### src/cfb8_pkg.sv
// package: shared constants and carriers for the byte feedback wrapper
package cfb8_pkg;
   // ****************************************
   // sizes and timing
   // ****************************************
   localparam int          BYTE_W          = 8;
   localparam int          BLOCK_W         = 64;
   localparam logic [3:0]  FILL_BYTES      = 4'h8;
   localparam int          SYS_PERIOD_NS   = 100;
   localparam int          DBL_PERIOD_NS   = 50;
   localparam int          ENG_OP_DBL_CYC  = 320;
   localparam int          ENG_OP_SYS_CYC  = (ENG_OP_DBL_CYC * DBL_PERIOD_NS) / SYS_PERIOD_NS;
   localparam logic [1:0]  PASS_SINGLE     = 2'h0;
   localparam logic [1:0]  PASS_TRIPLE     = 2'h2;
   localparam logic [BYTE_W-1:0]  ZERO_BYTE  = 8'h00;
   localparam logic [BLOCK_W-1:0] ZERO_BLOCK = 64'h0000_0000_0000_0000;

   // ****************************************
   // carriers
   // ****************************************
   typedef struct packed {
      logic              is_fill;
      logic [BYTE_W-1:0] data;
   } byte_in_t;

   typedef struct packed {
      logic               start;
      logic               decipher;
      logic               key_sel;
      logic [BLOCK_W-1:0] block;
   } eng_req_t;

   typedef enum logic [2:0] {
      ST_FILL = 3'h0,
      ST_RUN  = 3'h1,
      ST_WAIT = 3'h3,
      ST_KEY  = 3'h2,
      ST_BYTE = 3'h6
   } state_t;
endpackage

### src/cfb8_byte_stream_wrapper.sv
// module: byte cipher feedback wrapper around a 64-bit block cipher engine
//
// Contract
// - the eight byte shift buffer is filled with arbitrary bytes before any text byte is taken.
// - when sending, one byte of the enciphered buffer becomes the current key byte.
// - when sending, each cipher byte is the plain byte XOR the key byte.
// - when sending, the cipher byte enters as newest buffer byte, the oldest drops, then it is output.
// - when sending, the new buffer goes to the engine and gives the next key byte.
// - when receiving, each plain byte is the cipher byte XOR the engine key byte.
// - when receiving, each cipher byte enters as newest buffer byte and the oldest drops.
// - when receiving, the updated buffer is then handed to the engine for block processing.
// - when receiving, one byte read from the engine data after processing keys the next byte.
// - exactly one byte is moved per engine block operation, or per three engine operations with triple pass.
// - optionally three passes alternate the operation using a pair of keys.
// - optionally the engine operation is reversed, mirrored at the far end.
// - an engine operation takes 320 double rate clock cycles and busy holds until done.
// - the data register reads zero before completion and each byte read shifts zeros in.
`timescale 1ns/1ps
module cfb8_byte_stream_wrapper (
   // clock and reset
   input  wire logic                     sys_clk_i,
   input  wire logic                     rstn_i,
   // configuration, caught with first fill byte
   input  wire logic                     dir_decipher_i,
   input  wire logic                     op_reverse_i,
   input  wire logic                     triple_pass_i,
   // host byte input
   input  wire logic                     in_valid_i,
   input  wire cfb8_pkg::byte_in_t       in_byte_i,
   output logic                          in_ready_o,
   // host byte output
   output logic                          out_valid_o,
   output logic [cfb8_pkg::BYTE_W-1:0]   out_byte_o,
   input  wire logic                     out_ready_i,
   // block cipher engine
   output cfb8_pkg::eng_req_t            eng_req_o,
   input  wire logic                     eng_done_i,
   input  wire logic [cfb8_pkg::BLOCK_W-1:0] eng_result_i,
   // status
   output logic                          busy_o,
   output logic                          fill_done_o
);
   // ****************************************
   // state
   // ****************************************
   cfb8_pkg::state_t                 state_r, state_nxt;
   logic [cfb8_pkg::BLOCK_W-1:0]     shift_r, shift_nxt;
   logic [cfb8_pkg::BLOCK_W-1:0]     dreg_r, dreg_nxt;
   logic [cfb8_pkg::BYTE_W-1:0]      key_r, key_nxt;
   logic [3:0]                       fill_cnt_r, fill_cnt_nxt;
   logic [1:0]                       pass_r, pass_nxt;
   logic                             dec_r, dec_nxt;
   logic                             rev_r, rev_nxt;
   logic                             tri_r, tri_nxt;
   logic                             done_seen_r, done_seen_nxt;
   cfb8_pkg::eng_req_t               req_r, req_nxt;
   logic                             take, push_ready, push_valid;
   logic [cfb8_pkg::BYTE_W-1:0]      push_data, feedback;

   // new byte enters at the low end, oldest leaves at the top
   function automatic logic [cfb8_pkg::BLOCK_W-1:0] shift_in(
      input logic [cfb8_pkg::BLOCK_W-1:0] blk,
      input logic [cfb8_pkg::BYTE_W-1:0]  b);
      shift_in = {blk[cfb8_pkg::BLOCK_W-cfb8_pkg::BYTE_W-1:0], b};
   endfunction

   // ****************************************
   // input handshake and byte path
   // ****************************************
   // fill bytes accepted any time in fill; text only with a key and room
   assign in_ready_o  = (state_r == cfb8_pkg::ST_FILL) ||
                        ((state_r == cfb8_pkg::ST_BYTE) && push_ready);
   assign take        = in_valid_i && in_ready_o;
   assign push_data   = in_byte_i.data ^ key_r;
   assign push_valid  = take && (state_r == cfb8_pkg::ST_BYTE) && !in_byte_i.is_fill;
   // cipher byte is fed back: output when sending, input when receiving
   assign feedback    = dec_r ? in_byte_i.data : push_data;
   assign busy_o      = (state_r == cfb8_pkg::ST_RUN) || (state_r == cfb8_pkg::ST_WAIT);
   assign fill_done_o = (fill_cnt_r == cfb8_pkg::FILL_BYTES);
   assign eng_req_o   = req_r;

   // next state of the sequencer
   always_comb begin
      state_nxt     = state_r;
      shift_nxt     = shift_r;
      dreg_nxt      = dreg_r;
      key_nxt       = key_r;
      fill_cnt_nxt  = fill_cnt_r;
      pass_nxt      = pass_r;
      dec_nxt       = dec_r;
      rev_nxt       = rev_r;
      tri_nxt       = tri_r;
      done_seen_nxt = done_seen_r;
      req_nxt       = req_r;
      req_nxt.start = 1'b0;
      unique case (state_r)
         cfb8_pkg::ST_FILL: begin
            if (take) begin
               if (fill_cnt_r == 4'h0) begin
                  dec_nxt = dir_decipher_i;
                  rev_nxt = op_reverse_i;
                  tri_nxt = triple_pass_i;
               end
               shift_nxt    = shift_in(shift_r, in_byte_i.data);
               fill_cnt_nxt = fill_cnt_r + 4'h1;
               if (fill_cnt_r == cfb8_pkg::FILL_BYTES - 4'h1) begin
                  pass_nxt  = cfb8_pkg::PASS_SINGLE;
                  state_nxt = cfb8_pkg::ST_RUN;
               end
            end
         end
         cfb8_pkg::ST_RUN: begin
            // pass 0 takes the buffer, later passes the last result
            req_nxt.start    = 1'b1;
            req_nxt.decipher = rev_r ^ pass_r[0];
            req_nxt.key_sel  = pass_r[0];
            req_nxt.block    = (pass_r == cfb8_pkg::PASS_SINGLE) ? shift_r : dreg_r;
            dreg_nxt         = cfb8_pkg::ZERO_BLOCK;
            done_seen_nxt    = 1'b0;
            state_nxt        = cfb8_pkg::ST_WAIT;
         end
         cfb8_pkg::ST_WAIT: begin
            if (eng_done_i) begin
               dreg_nxt      = eng_result_i;
               done_seen_nxt = 1'b1;
               if (tri_r && (pass_r != cfb8_pkg::PASS_TRIPLE)) begin
                  pass_nxt  = pass_r + 2'h1;
                  state_nxt = cfb8_pkg::ST_RUN;
               end else begin
                  state_nxt = cfb8_pkg::ST_KEY;
               end
            end
         end
         cfb8_pkg::ST_KEY: begin
            // first byte read is the key; zeros shift in behind it
            key_nxt   = dreg_r[cfb8_pkg::BLOCK_W-1 -: cfb8_pkg::BYTE_W];
            dreg_nxt  = shift_in(dreg_r, cfb8_pkg::ZERO_BYTE);
            state_nxt = cfb8_pkg::ST_BYTE;
         end
         cfb8_pkg::ST_BYTE: begin
            if (take && in_byte_i.is_fill) begin
               // a fill byte starts a fresh preload
               shift_nxt    = shift_in(shift_r, in_byte_i.data);
               fill_cnt_nxt = 4'h1;
               dec_nxt      = dir_decipher_i;
               rev_nxt      = op_reverse_i;
               tri_nxt      = triple_pass_i;
               state_nxt    = cfb8_pkg::ST_FILL;
            end else if (take) begin
               shift_nxt = shift_in(shift_r, feedback);
               pass_nxt  = cfb8_pkg::PASS_SINGLE;
               state_nxt = cfb8_pkg::ST_RUN;
            end
         end
         default: begin
            state_nxt = cfb8_pkg::ST_FILL;
         end
      endcase
   end

   // sequencer registers
   always_ff @(posedge sys_clk_i or negedge rstn_i) begin
      if (!rstn_i) begin
         state_r     <= cfb8_pkg::ST_FILL;
         shift_r     <= cfb8_pkg::ZERO_BLOCK;
         dreg_r      <= cfb8_pkg::ZERO_BLOCK;
         key_r       <= cfb8_pkg::ZERO_BYTE;
         fill_cnt_r  <= 4'h0;
         pass_r      <= cfb8_pkg::PASS_SINGLE;
         dec_r       <= 1'b0;
         rev_r       <= 1'b0;
         tri_r       <= 1'b0;
         done_seen_r <= 1'b0;
         req_r       <= '0;
      end else begin
         state_r     <= state_nxt;
         shift_r     <= shift_nxt;
         dreg_r      <= dreg_nxt;
         key_r       <= key_nxt;
         fill_cnt_r  <= fill_cnt_nxt;
         pass_r      <= pass_nxt;
         dec_r       <= dec_nxt;
         rev_r       <= rev_nxt;
         tri_r       <= tri_nxt;
         done_seen_r <= done_seen_nxt;
         req_r       <= req_nxt;
      end
   end

   // ****************************************
   // output buffer
   // ****************************************
   // stall by the receiver holds text input off, no byte lost
   pair_buffer #(.W(cfb8_pkg::BYTE_W)) u_out_buf (
      .sys_clk_i    (sys_clk_i),
      .rstn_i       (rstn_i),
      .push_valid_i (push_valid),
      .push_data_i  (push_data),
      .push_ready_o (push_ready),
      .pop_valid_o  (out_valid_o),
      .pop_data_o   (out_byte_o),
      .pop_ready_i  (out_ready_i)
   );
endmodule

### src/pair_buffer.sv
// module: two entry valid/ready buffer for output bytes
`timescale 1ns/1ps
module pair_buffer #(
   parameter int W = 8
) (
   // clock and reset
   input  wire logic         sys_clk_i,
   input  wire logic         rstn_i,
   // fill side
   input  wire logic         push_valid_i,
   input  wire logic [W-1:0] push_data_i,
   output logic              push_ready_o,
   // drain side
   output logic              pop_valid_o,
   output logic [W-1:0]      pop_data_o,
   input  wire logic         pop_ready_i
);
   logic [W-1:0] mem_r [2];
   logic [W-1:0] mem_nxt [2];
   logic         wr_r, wr_nxt, rd_r, rd_nxt;
   logic [1:0]   cnt_r, cnt_nxt;
   logic         do_push, do_pop;

   // handshakes
   assign push_ready_o = (cnt_r != 2'h2);
   assign pop_valid_o  = (cnt_r != 2'h0);
   assign pop_data_o   = mem_r[rd_r];
   assign do_push      = push_valid_i && push_ready_o;
   assign do_pop       = pop_valid_o && pop_ready_i;

   // next pointers and storage
   always_comb begin
      mem_nxt = mem_r;
      wr_nxt  = wr_r;
      rd_nxt  = rd_r;
      cnt_nxt = cnt_r;
      if (do_push) begin
         mem_nxt[wr_r] = push_data_i;
         wr_nxt        = ~wr_r;
      end
      if (do_pop) begin
         rd_nxt = ~rd_r;
      end
      if (do_push && !do_pop) begin
         cnt_nxt = cnt_r + 2'h1;
      end else if (!do_push && do_pop) begin
         cnt_nxt = cnt_r - 2'h1;
      end
   end

   // registers
   always_ff @(posedge sys_clk_i or negedge rstn_i) begin
      if (!rstn_i) begin
         mem_r[0] <= '0;
         mem_r[1] <= '0;
         wr_r     <= 1'b0;
         rd_r     <= 1'b0;
         cnt_r    <= 2'h0;
      end else begin
         mem_r <= mem_nxt;
         wr_r  <= wr_nxt;
         rd_r  <= rd_nxt;
         cnt_r <= cnt_nxt;
      end
   end
endmodule
### config.mk
export PLATFORM = sky130hd
export DESIGN_NAME = cfb8_byte_stream_wrapper
export DESIGN_NICKNAME = d
export VERILOG_FILES = /design/src/cfb8_pkg.sv /design/src/cfb8_byte_stream_wrapper.sv /design/src/pair_buffer.sv
export SDC_FILE = /design/constraint.sdc
export NUM_CORES = 1
export LEC_CHECK = 0
export BUFFER_PORTS_ARGS = -buffer_cell sky130_fd_sc_hd__buf_2
export CELL_PAD_IN_SITES_DETAIL_PLACEMENT = 1
export CELL_PAD_IN_SITES_GLOBAL_PLACEMENT = 2
export CORE_UTILIZATION = 38
export CTS_CLUSTER_SIZE = 10
export DETAILED_ROUTE_END_ITERATION = 10
export PLACE_DENSITY = 0.77
export SYNTH_ARGS = -nofsm -noshare
export SYNTH_HDL_FRONTEND = slang
export SYNTH_HIERARCHICAL = 1
export SYNTH_SLANG_ARGS = --single-unit
### constraint.sdc
create_clock -name sys_clk_i -period 2.4 [get_ports sys_clk_i]
set_input_delay 0 -clock sys_clk_i [delete_from_list [all_inputs] [get_ports sys_clk_i]]
set_output_delay 0 -clock sys_clk_i [all_outputs]
set_load 0.05 [all_outputs]
* After elaboration in Yosys (flattened, before gate mapping)
Cells that the tools add are included.
** Word-level totals
- Register bits :: 235
- Word-level logic and storage cells :: 124
- Output and inout bits :: 79
- Bits of input ports :: 81
** Cells by class
- Mux-type cells :: 46
- Order comparisons :: 3
- Equal/unequal tests :: 17
- Reductions and logical operators :: 30
- Add/subtract/negate cells :: 4
- Bitwise operators :: 6
** Operators by type and width (count)
- $mux 64 :: 5
- $pmux 64 s3 :: 1
- $pmux 64 s2 :: 1
- $mux 67 :: 1
- $mux 8 :: 5
- $mux 2 :: 9
- $bwmux 16 :: 1
- $mux 3 :: 5
- $pmux 3 s5 :: 1
- $ne 2x2->1 const B :: 6
- $logic_and 1x1->1 :: 11
- $mux 1 :: 9
- $demux 8 s1 :: 1
- $mux 4 :: 2
- $ne 2x1->1 const B :: 4
- $pmux 4 s2 :: 1
- $reduce_and 4->1 :: 2
- $xor 8x8->8 :: 1
- $reduce_and 7->1 :: 1
- $eq 3x2->1 const B :: 2
- $pmux 1 s2 :: 3
- $pmux 2 s3 :: 1
- $reduce_and 3->1 :: 2
- $reduce_bool 2->1 :: 3
- other kinds (20) :: 28

* Logic depth before layout (Yosys ltp)
- Depth in word-level cells :: 11
- Depth in mapped cells :: 10
- Depth with buffers taken out :: 9

* Cells and area by module
Netlist, hierarchy kept.
** By module, submodules not included
- cfb8_byte_stream_wrapper :: area an instance 9614.2 sq um, instances 1, cells an instance 836, seq. area each 5380.2 sq um
- pair_buffer :: area an instance 969.7 sq um, instances 1, cells an instance 60, seq. area each 500.5 sq um

* Worst setup path after synthesis
OpenSTA, ideal clock, no wires.
- Kind :: register to register
- From :: reg u_out_buf.cnt_r[0]
- To :: reg u_out_buf.cnt_r[1]
- Clock period less this slack :: 2.094 ns
- Data arrival time :: 2.014 ns
- Required time :: 2.321 ns
- Library setup time :: 0.079 ns
- Path buffers :: 1
- Slack :: 0.306 ns
- Cell stages (with the launch flop) :: 10
- Path through :: dfrtp_1 nand2b_4 and3_1 o211a_1 buf_6 and2_1 and2_2 ha_1 nor2_1 xor2_1
** On the way
- Word-level cells in the longest chain between the ends :: 10
- Elaborated cells on any way between the ends :: 18
- Classes of those cells :: add/sub (2); eq/ne (1); mux (2); reduce/logical (13)
** RTL lines
- start: declaration :: line pair_buffer.sv:21 : logic [1:0] cnt_r, cnt_nxt;
- start signal: assignment :: line pair_buffer.sv:63 : cnt_r <= cnt_nxt;
- $ne 2x2->1 (*) :: line pair_buffer.sv:25 : assign push_ready_o = (cnt_r != 2'h2);
- via push_ready :: line cfb8_byte_stream_wrapper.sv:57 : logic take, push_ready, push_valid;
- $logic_and 1x1->1 (*) :: line cfb8_byte_stream_wrapper.sv:72 : ((state_r == cfb8_pkg::ST_BYTE) && push_ready);
- $logic_or 1x1->1 (*) :: line cfb8_byte_stream_wrapper.sv:71 : assign in_ready_o = (state_r == cfb8_pkg::ST_FILL) ||
- $logic_and 1x1->1 (*) :: line cfb8_byte_stream_wrapper.sv:73 : assign take = in_valid_i && in_ready_o;
- $logic_and 1x1->1 (*) (2 in series) :: line cfb8_byte_stream_wrapper.sv:75 : assign push_valid = take && (state_r == cfb8_pkg::ST_BYTE) && !in_byte_i.is_fill;
- via push_valid :: line cfb8_byte_stream_wrapper.sv:57
- $logic_and 1x1->1 (*) :: line pair_buffer.sv:28 : assign do_push = push_valid_i && push_ready_o;
- via u_out_buf.do_push :: line pair_buffer.sv:22 : logic do_push, do_pop;
- $logic_not 1->1 :: line pair_buffer.sv:46 : end else if (!do_push && do_pop) begin
- $logic_and 1x1->1 :: line pair_buffer.sv:46
- $reduce_bool 2->1 (no line)
The timed path passes the listed nets; every way through them passes the cells marked *. The select of a mux whose other input is x is not followed.
A chain may end at the register's enable or synchronous reset.

* Final worst setup path
- From :: reg u_out_buf.cnt_r[0]
- To :: reg u_out_buf/mem_r[8] in the netlist's numbering
** On the way
- Word-level cells in the longest chain between the ends :: 7
** RTL lines
- $ne 2x2->1 :: line pair_buffer.sv:25
- via push_ready :: line cfb8_byte_stream_wrapper.sv:57
- $logic_and 1x1->1 :: line cfb8_byte_stream_wrapper.sv:72
- $logic_or 1x1->1 :: line cfb8_byte_stream_wrapper.sv:71
- $logic_and 1x1->1 :: line cfb8_byte_stream_wrapper.sv:73
- $logic_and 1x1->1 (2 in series) :: line cfb8_byte_stream_wrapper.sv:75
- via push_valid :: line cfb8_byte_stream_wrapper.sv:57
- $logic_and 1x1->1 :: line pair_buffer.sv:28
- end signal: assignment :: line pair_buffer.sv:60 : mem_r <= mem_nxt;
- end: declaration :: line pair_buffer.sv:18 : logic [W-1:0] mem_r [2];
The timed path passes the listed nets, and every way through them passes these cells.

==> impl_metrics.json <==
{
  "syn-num-nets": 982,
  "tightest_slew_ns": 0.689,
  "placed_cells": 1392,
  "place_area_um2": 11900,
  "cap_violations": 0,
  "slew_viol_final": 0,
  "stdcell_area_um2": 13500,
  "path_buf_inv": 0,
  "max_stage_delay_ns": 0.54,
  "clock_sinks": 235,
  "htreeDepth": 1,
  "ir_drop_mv": 0.821,
  "cp_slowest_cell": "and3b_1",
  "status": "completed",
  "post_cts_resized": 0,
  "row_count": 60,
  "crit_required_ns": 2.81,
  "io_pins": 160,
  "max_slew_margin": 0.541,
  "crit_family": "simple AND/OR/NAND/NOR gates",
  "port_buffers": 159,
  "drc": 0,
  "antenna_found_initial": 0,
  "fin_skew_ns": 0.0101,
  "setup_viol": 0,
  "finalHoldViolations": 0,
  "dp_hpwl_um": 20100,
  "synth_cell_types": 47,
  "utilization": 0.499,
  "path_class": "register to register",
  "cts_buffers": 28,
  "clk_latency_ns": 0.53,
  "ctsRootBufferMaster": "clkbuf_16",
  "fmax_mhz": 453,
  "die-area_um2": 28500,
  "syn_area_um2": 10600,
  "yosysSeqAreaShare": 0.556,
  "gp_congestion": 0.769,
  "final_nets": 1215,
  "min-delay-path-class": "input port to asynchronous set/reset pin",
  "path_cells": "nand2b_4, and3_1, o211a_4, and2_1, and3b_1, mux2_4",
  "cts_buffer_depth": 3,
  "vias": 7767,
  "drt_first_iter_violations": 393,
  "initial_utilization": 0.391,
  "fillers": 2876,
  "syn_inst": 896,
  "die_w_um": 169,
  "startpoint_type": "register",
  "fin_cells": 1511,
  "grt_overflow": 0,
  "critPathCaptureType": "register",
  "insertedDiodeCount": 0,
  "finalCritPeriodShare": 0.920,
  "fp.dieH_um": 169,
  "grtUsageTotal": 0.219,
  "avgViaCountPerCell": 5.14,
  "ant_nets": 0,
  "rsz0062_at_grt": "no",
  "holdBufCountCts": 79,
  "period_minus_slack_ns": 2.21,
  "setup_tns_ns": 0,
  "clk_pin_slew_ns": 0.06,
  "synth_seq_cells": 235,
  "drive_gt1_frac": 0.276,
  "p_per_area_nw_per_um2": 1590,
  "synth_warnings": 6,
  "grt_pass1_wl_um": 48500,
  "area_growth_pct": 27.7,
  "syn_avg_cell_area_um2": 11.8,
  "cts_tree": "built",
  "p_leak_uw": 0.00633,
  "core_um2": 27100,
  "drt_first_pass_iters": 5,
  "grt_max_degree": 81,
  "grt_pass1_vias": 8383,
  "drt-total-wl_um": 30500,
  "cp_max_fo": 9,
  "post_cts_buffers": 0,
  "arrival_ns": 2.62,
  "avgRoutedWirePerCell_um": 20.2
}
-- layer usage --
metal	track usage	vias up	routed length [um]
met1	0.303	3947	14100
met4	0.0486	0	521
met5	0	-	0
met3	0.0257	39	1080
li1	-	3616	-
met2	0.366	165	14800
-- registers in the layout, indices dropped and copies added (netlist names) --
signal and flops:
state_r 3, rev_r 1, u_out_buf/mem_r 16, dreg_r 64, u_out_buf/cnt_r 2, dec_r 1
tri_r 1, eng_req_o 67, key_r 8, fill_cnt_r 4, pass_r 2, shift_r 64
u_out_buf/wr_r 1, u_out_buf/rd_r 1
-- final cells by class --
class / instances / area, um2 / area share
clock buffer: 40 / 807 / 0.0597
inverter: 15 / 56.3 / 0.00416
multi-input combinational: 582 / 4310 / 0.319
sequential: 235 / 5880 / 0.435
tap: 372 / 465 / 0.0344
timing repair buffer: 267 / 2000 / 0.148
-- power breakdown --
part	internal (uW)	total, uW	switching [uW]	leakage, uW
clock network	2280	3870	1590	0.000394
registers	5910	7630	1720	0.00278
logic	3900	9990	6090	0.00316
-- cells in the mapped netlist (all sizes together) --
cell type	instances	area [um2]
ha	5	62.6
o21ai	11	55.1
mux2i	67	671
nor4b	1	15.0
a22o	3	26.3
o21bai	1	7.51
nor3	3	20.0
dfrtp	235	5880
and2	3	20.0
nor2b	3	18.8
nand3	9	45.0
nor4bb	1	10.0
xor2	19	166
inv	15	56.3
buf	58	359
a22oi	56	420
and3	2	17.5
o221ai	1	8.76
clkbuf	6	22.5
a21oi	133	666
a211oi	1	7.51
nor2	137	522
and3b	3	26.3
o211a	1	10.0
a221oi	1	15.0
a41oi	1	8.76
nand3b	8	60.1
nand4	1	6.26
nand2	5	18.8
xnor2	4	35.0
or2	2	12.5
or3b	1	8.76
a31oi	3	18.8
and4b	2	20.0
mux2	92	1250
nand2b	2	20.0
-- cell families after synthesis --
| group | count (synthesis) | share of synthesized area |
|---|---|---|
| AO/OA/AOI/OAI | 212 | 0.118 |
| XOR/XNOR | 23 | 0.0190 |
| adder cells (fa/ha/maj) | 5 | 0.00591 |
| buffers and inverters | 79 | 0.0414 |
| flip-flops | 235 | 0.556 |
| multiplexers | 159 | 0.181 |
| AND/OR/NAND/NOR | 183 | 0.0794 |
-- layout by cell type, fill, tap and decap left out, types with 2 or more instances in the layout --
cell and count:
buf_12 15, mux2i_1 67, mux2_1 12, and4b_1 2
clkbuf_1 7, inv_1 15, xnor2_1 4, dlygate4sd3_1 79
nand2_1 5, nor3_1 2, nand3_1 9, a31oi_1 2
buf_4 14, dfrtp_1 235, buf_2 158, ha_1 4
nand3b_1 8, a21oi_1 133, clkbuf_8 4, and2_2 2
mux2_2 24, nor2_1 136, a22oi_1 56, xor2_1 19
a22o_1 3, mux2_4 56, and3b_1 3, nor2b_1 3
clkbuf_16 29, o21ai_0 11
-- path summary, 6_finish.rpt --
check / from / endpoint / slack (ns) / cells after the start
worst max-delay path: u_out_buf/cnt_r[0] / u_out_buf/mem_r[8] / 0.19 / 6
worst min-delay path: rstn_i / eng_req_o[62] / 0.07 / 2
worst max register to register: u_out_buf/cnt_r[0] / u_out_buf/mem_r[8] / 0.19 / 6
worst min register to register: eng_req_o[64] / eng_req_o[64] / 0.49 / 1
max in group asynchronous: rstn_i / pass_r[1] / 1.56 / 3
min in group sys_clk_i: eng_done_i / state_r[1] / 0.09 / 5
-- stage by stage --
stage / setup WS [ns] / total power [uW] / hold WS [ns]
after CTS: 0.201 / 21700 / 0.0716
final: 0.192 / 21500 / 0.0702
after floorplan: 0.306 / 14500 / -0.296
after global routing: 0.0873 / 22800 / 0.117
after detailed placement: 0.231 / 17600 / 0.0529
after global placement: 0.322 / 17300 / 0.0576
No activity file was read; power rests on OpenSTA's default activity.
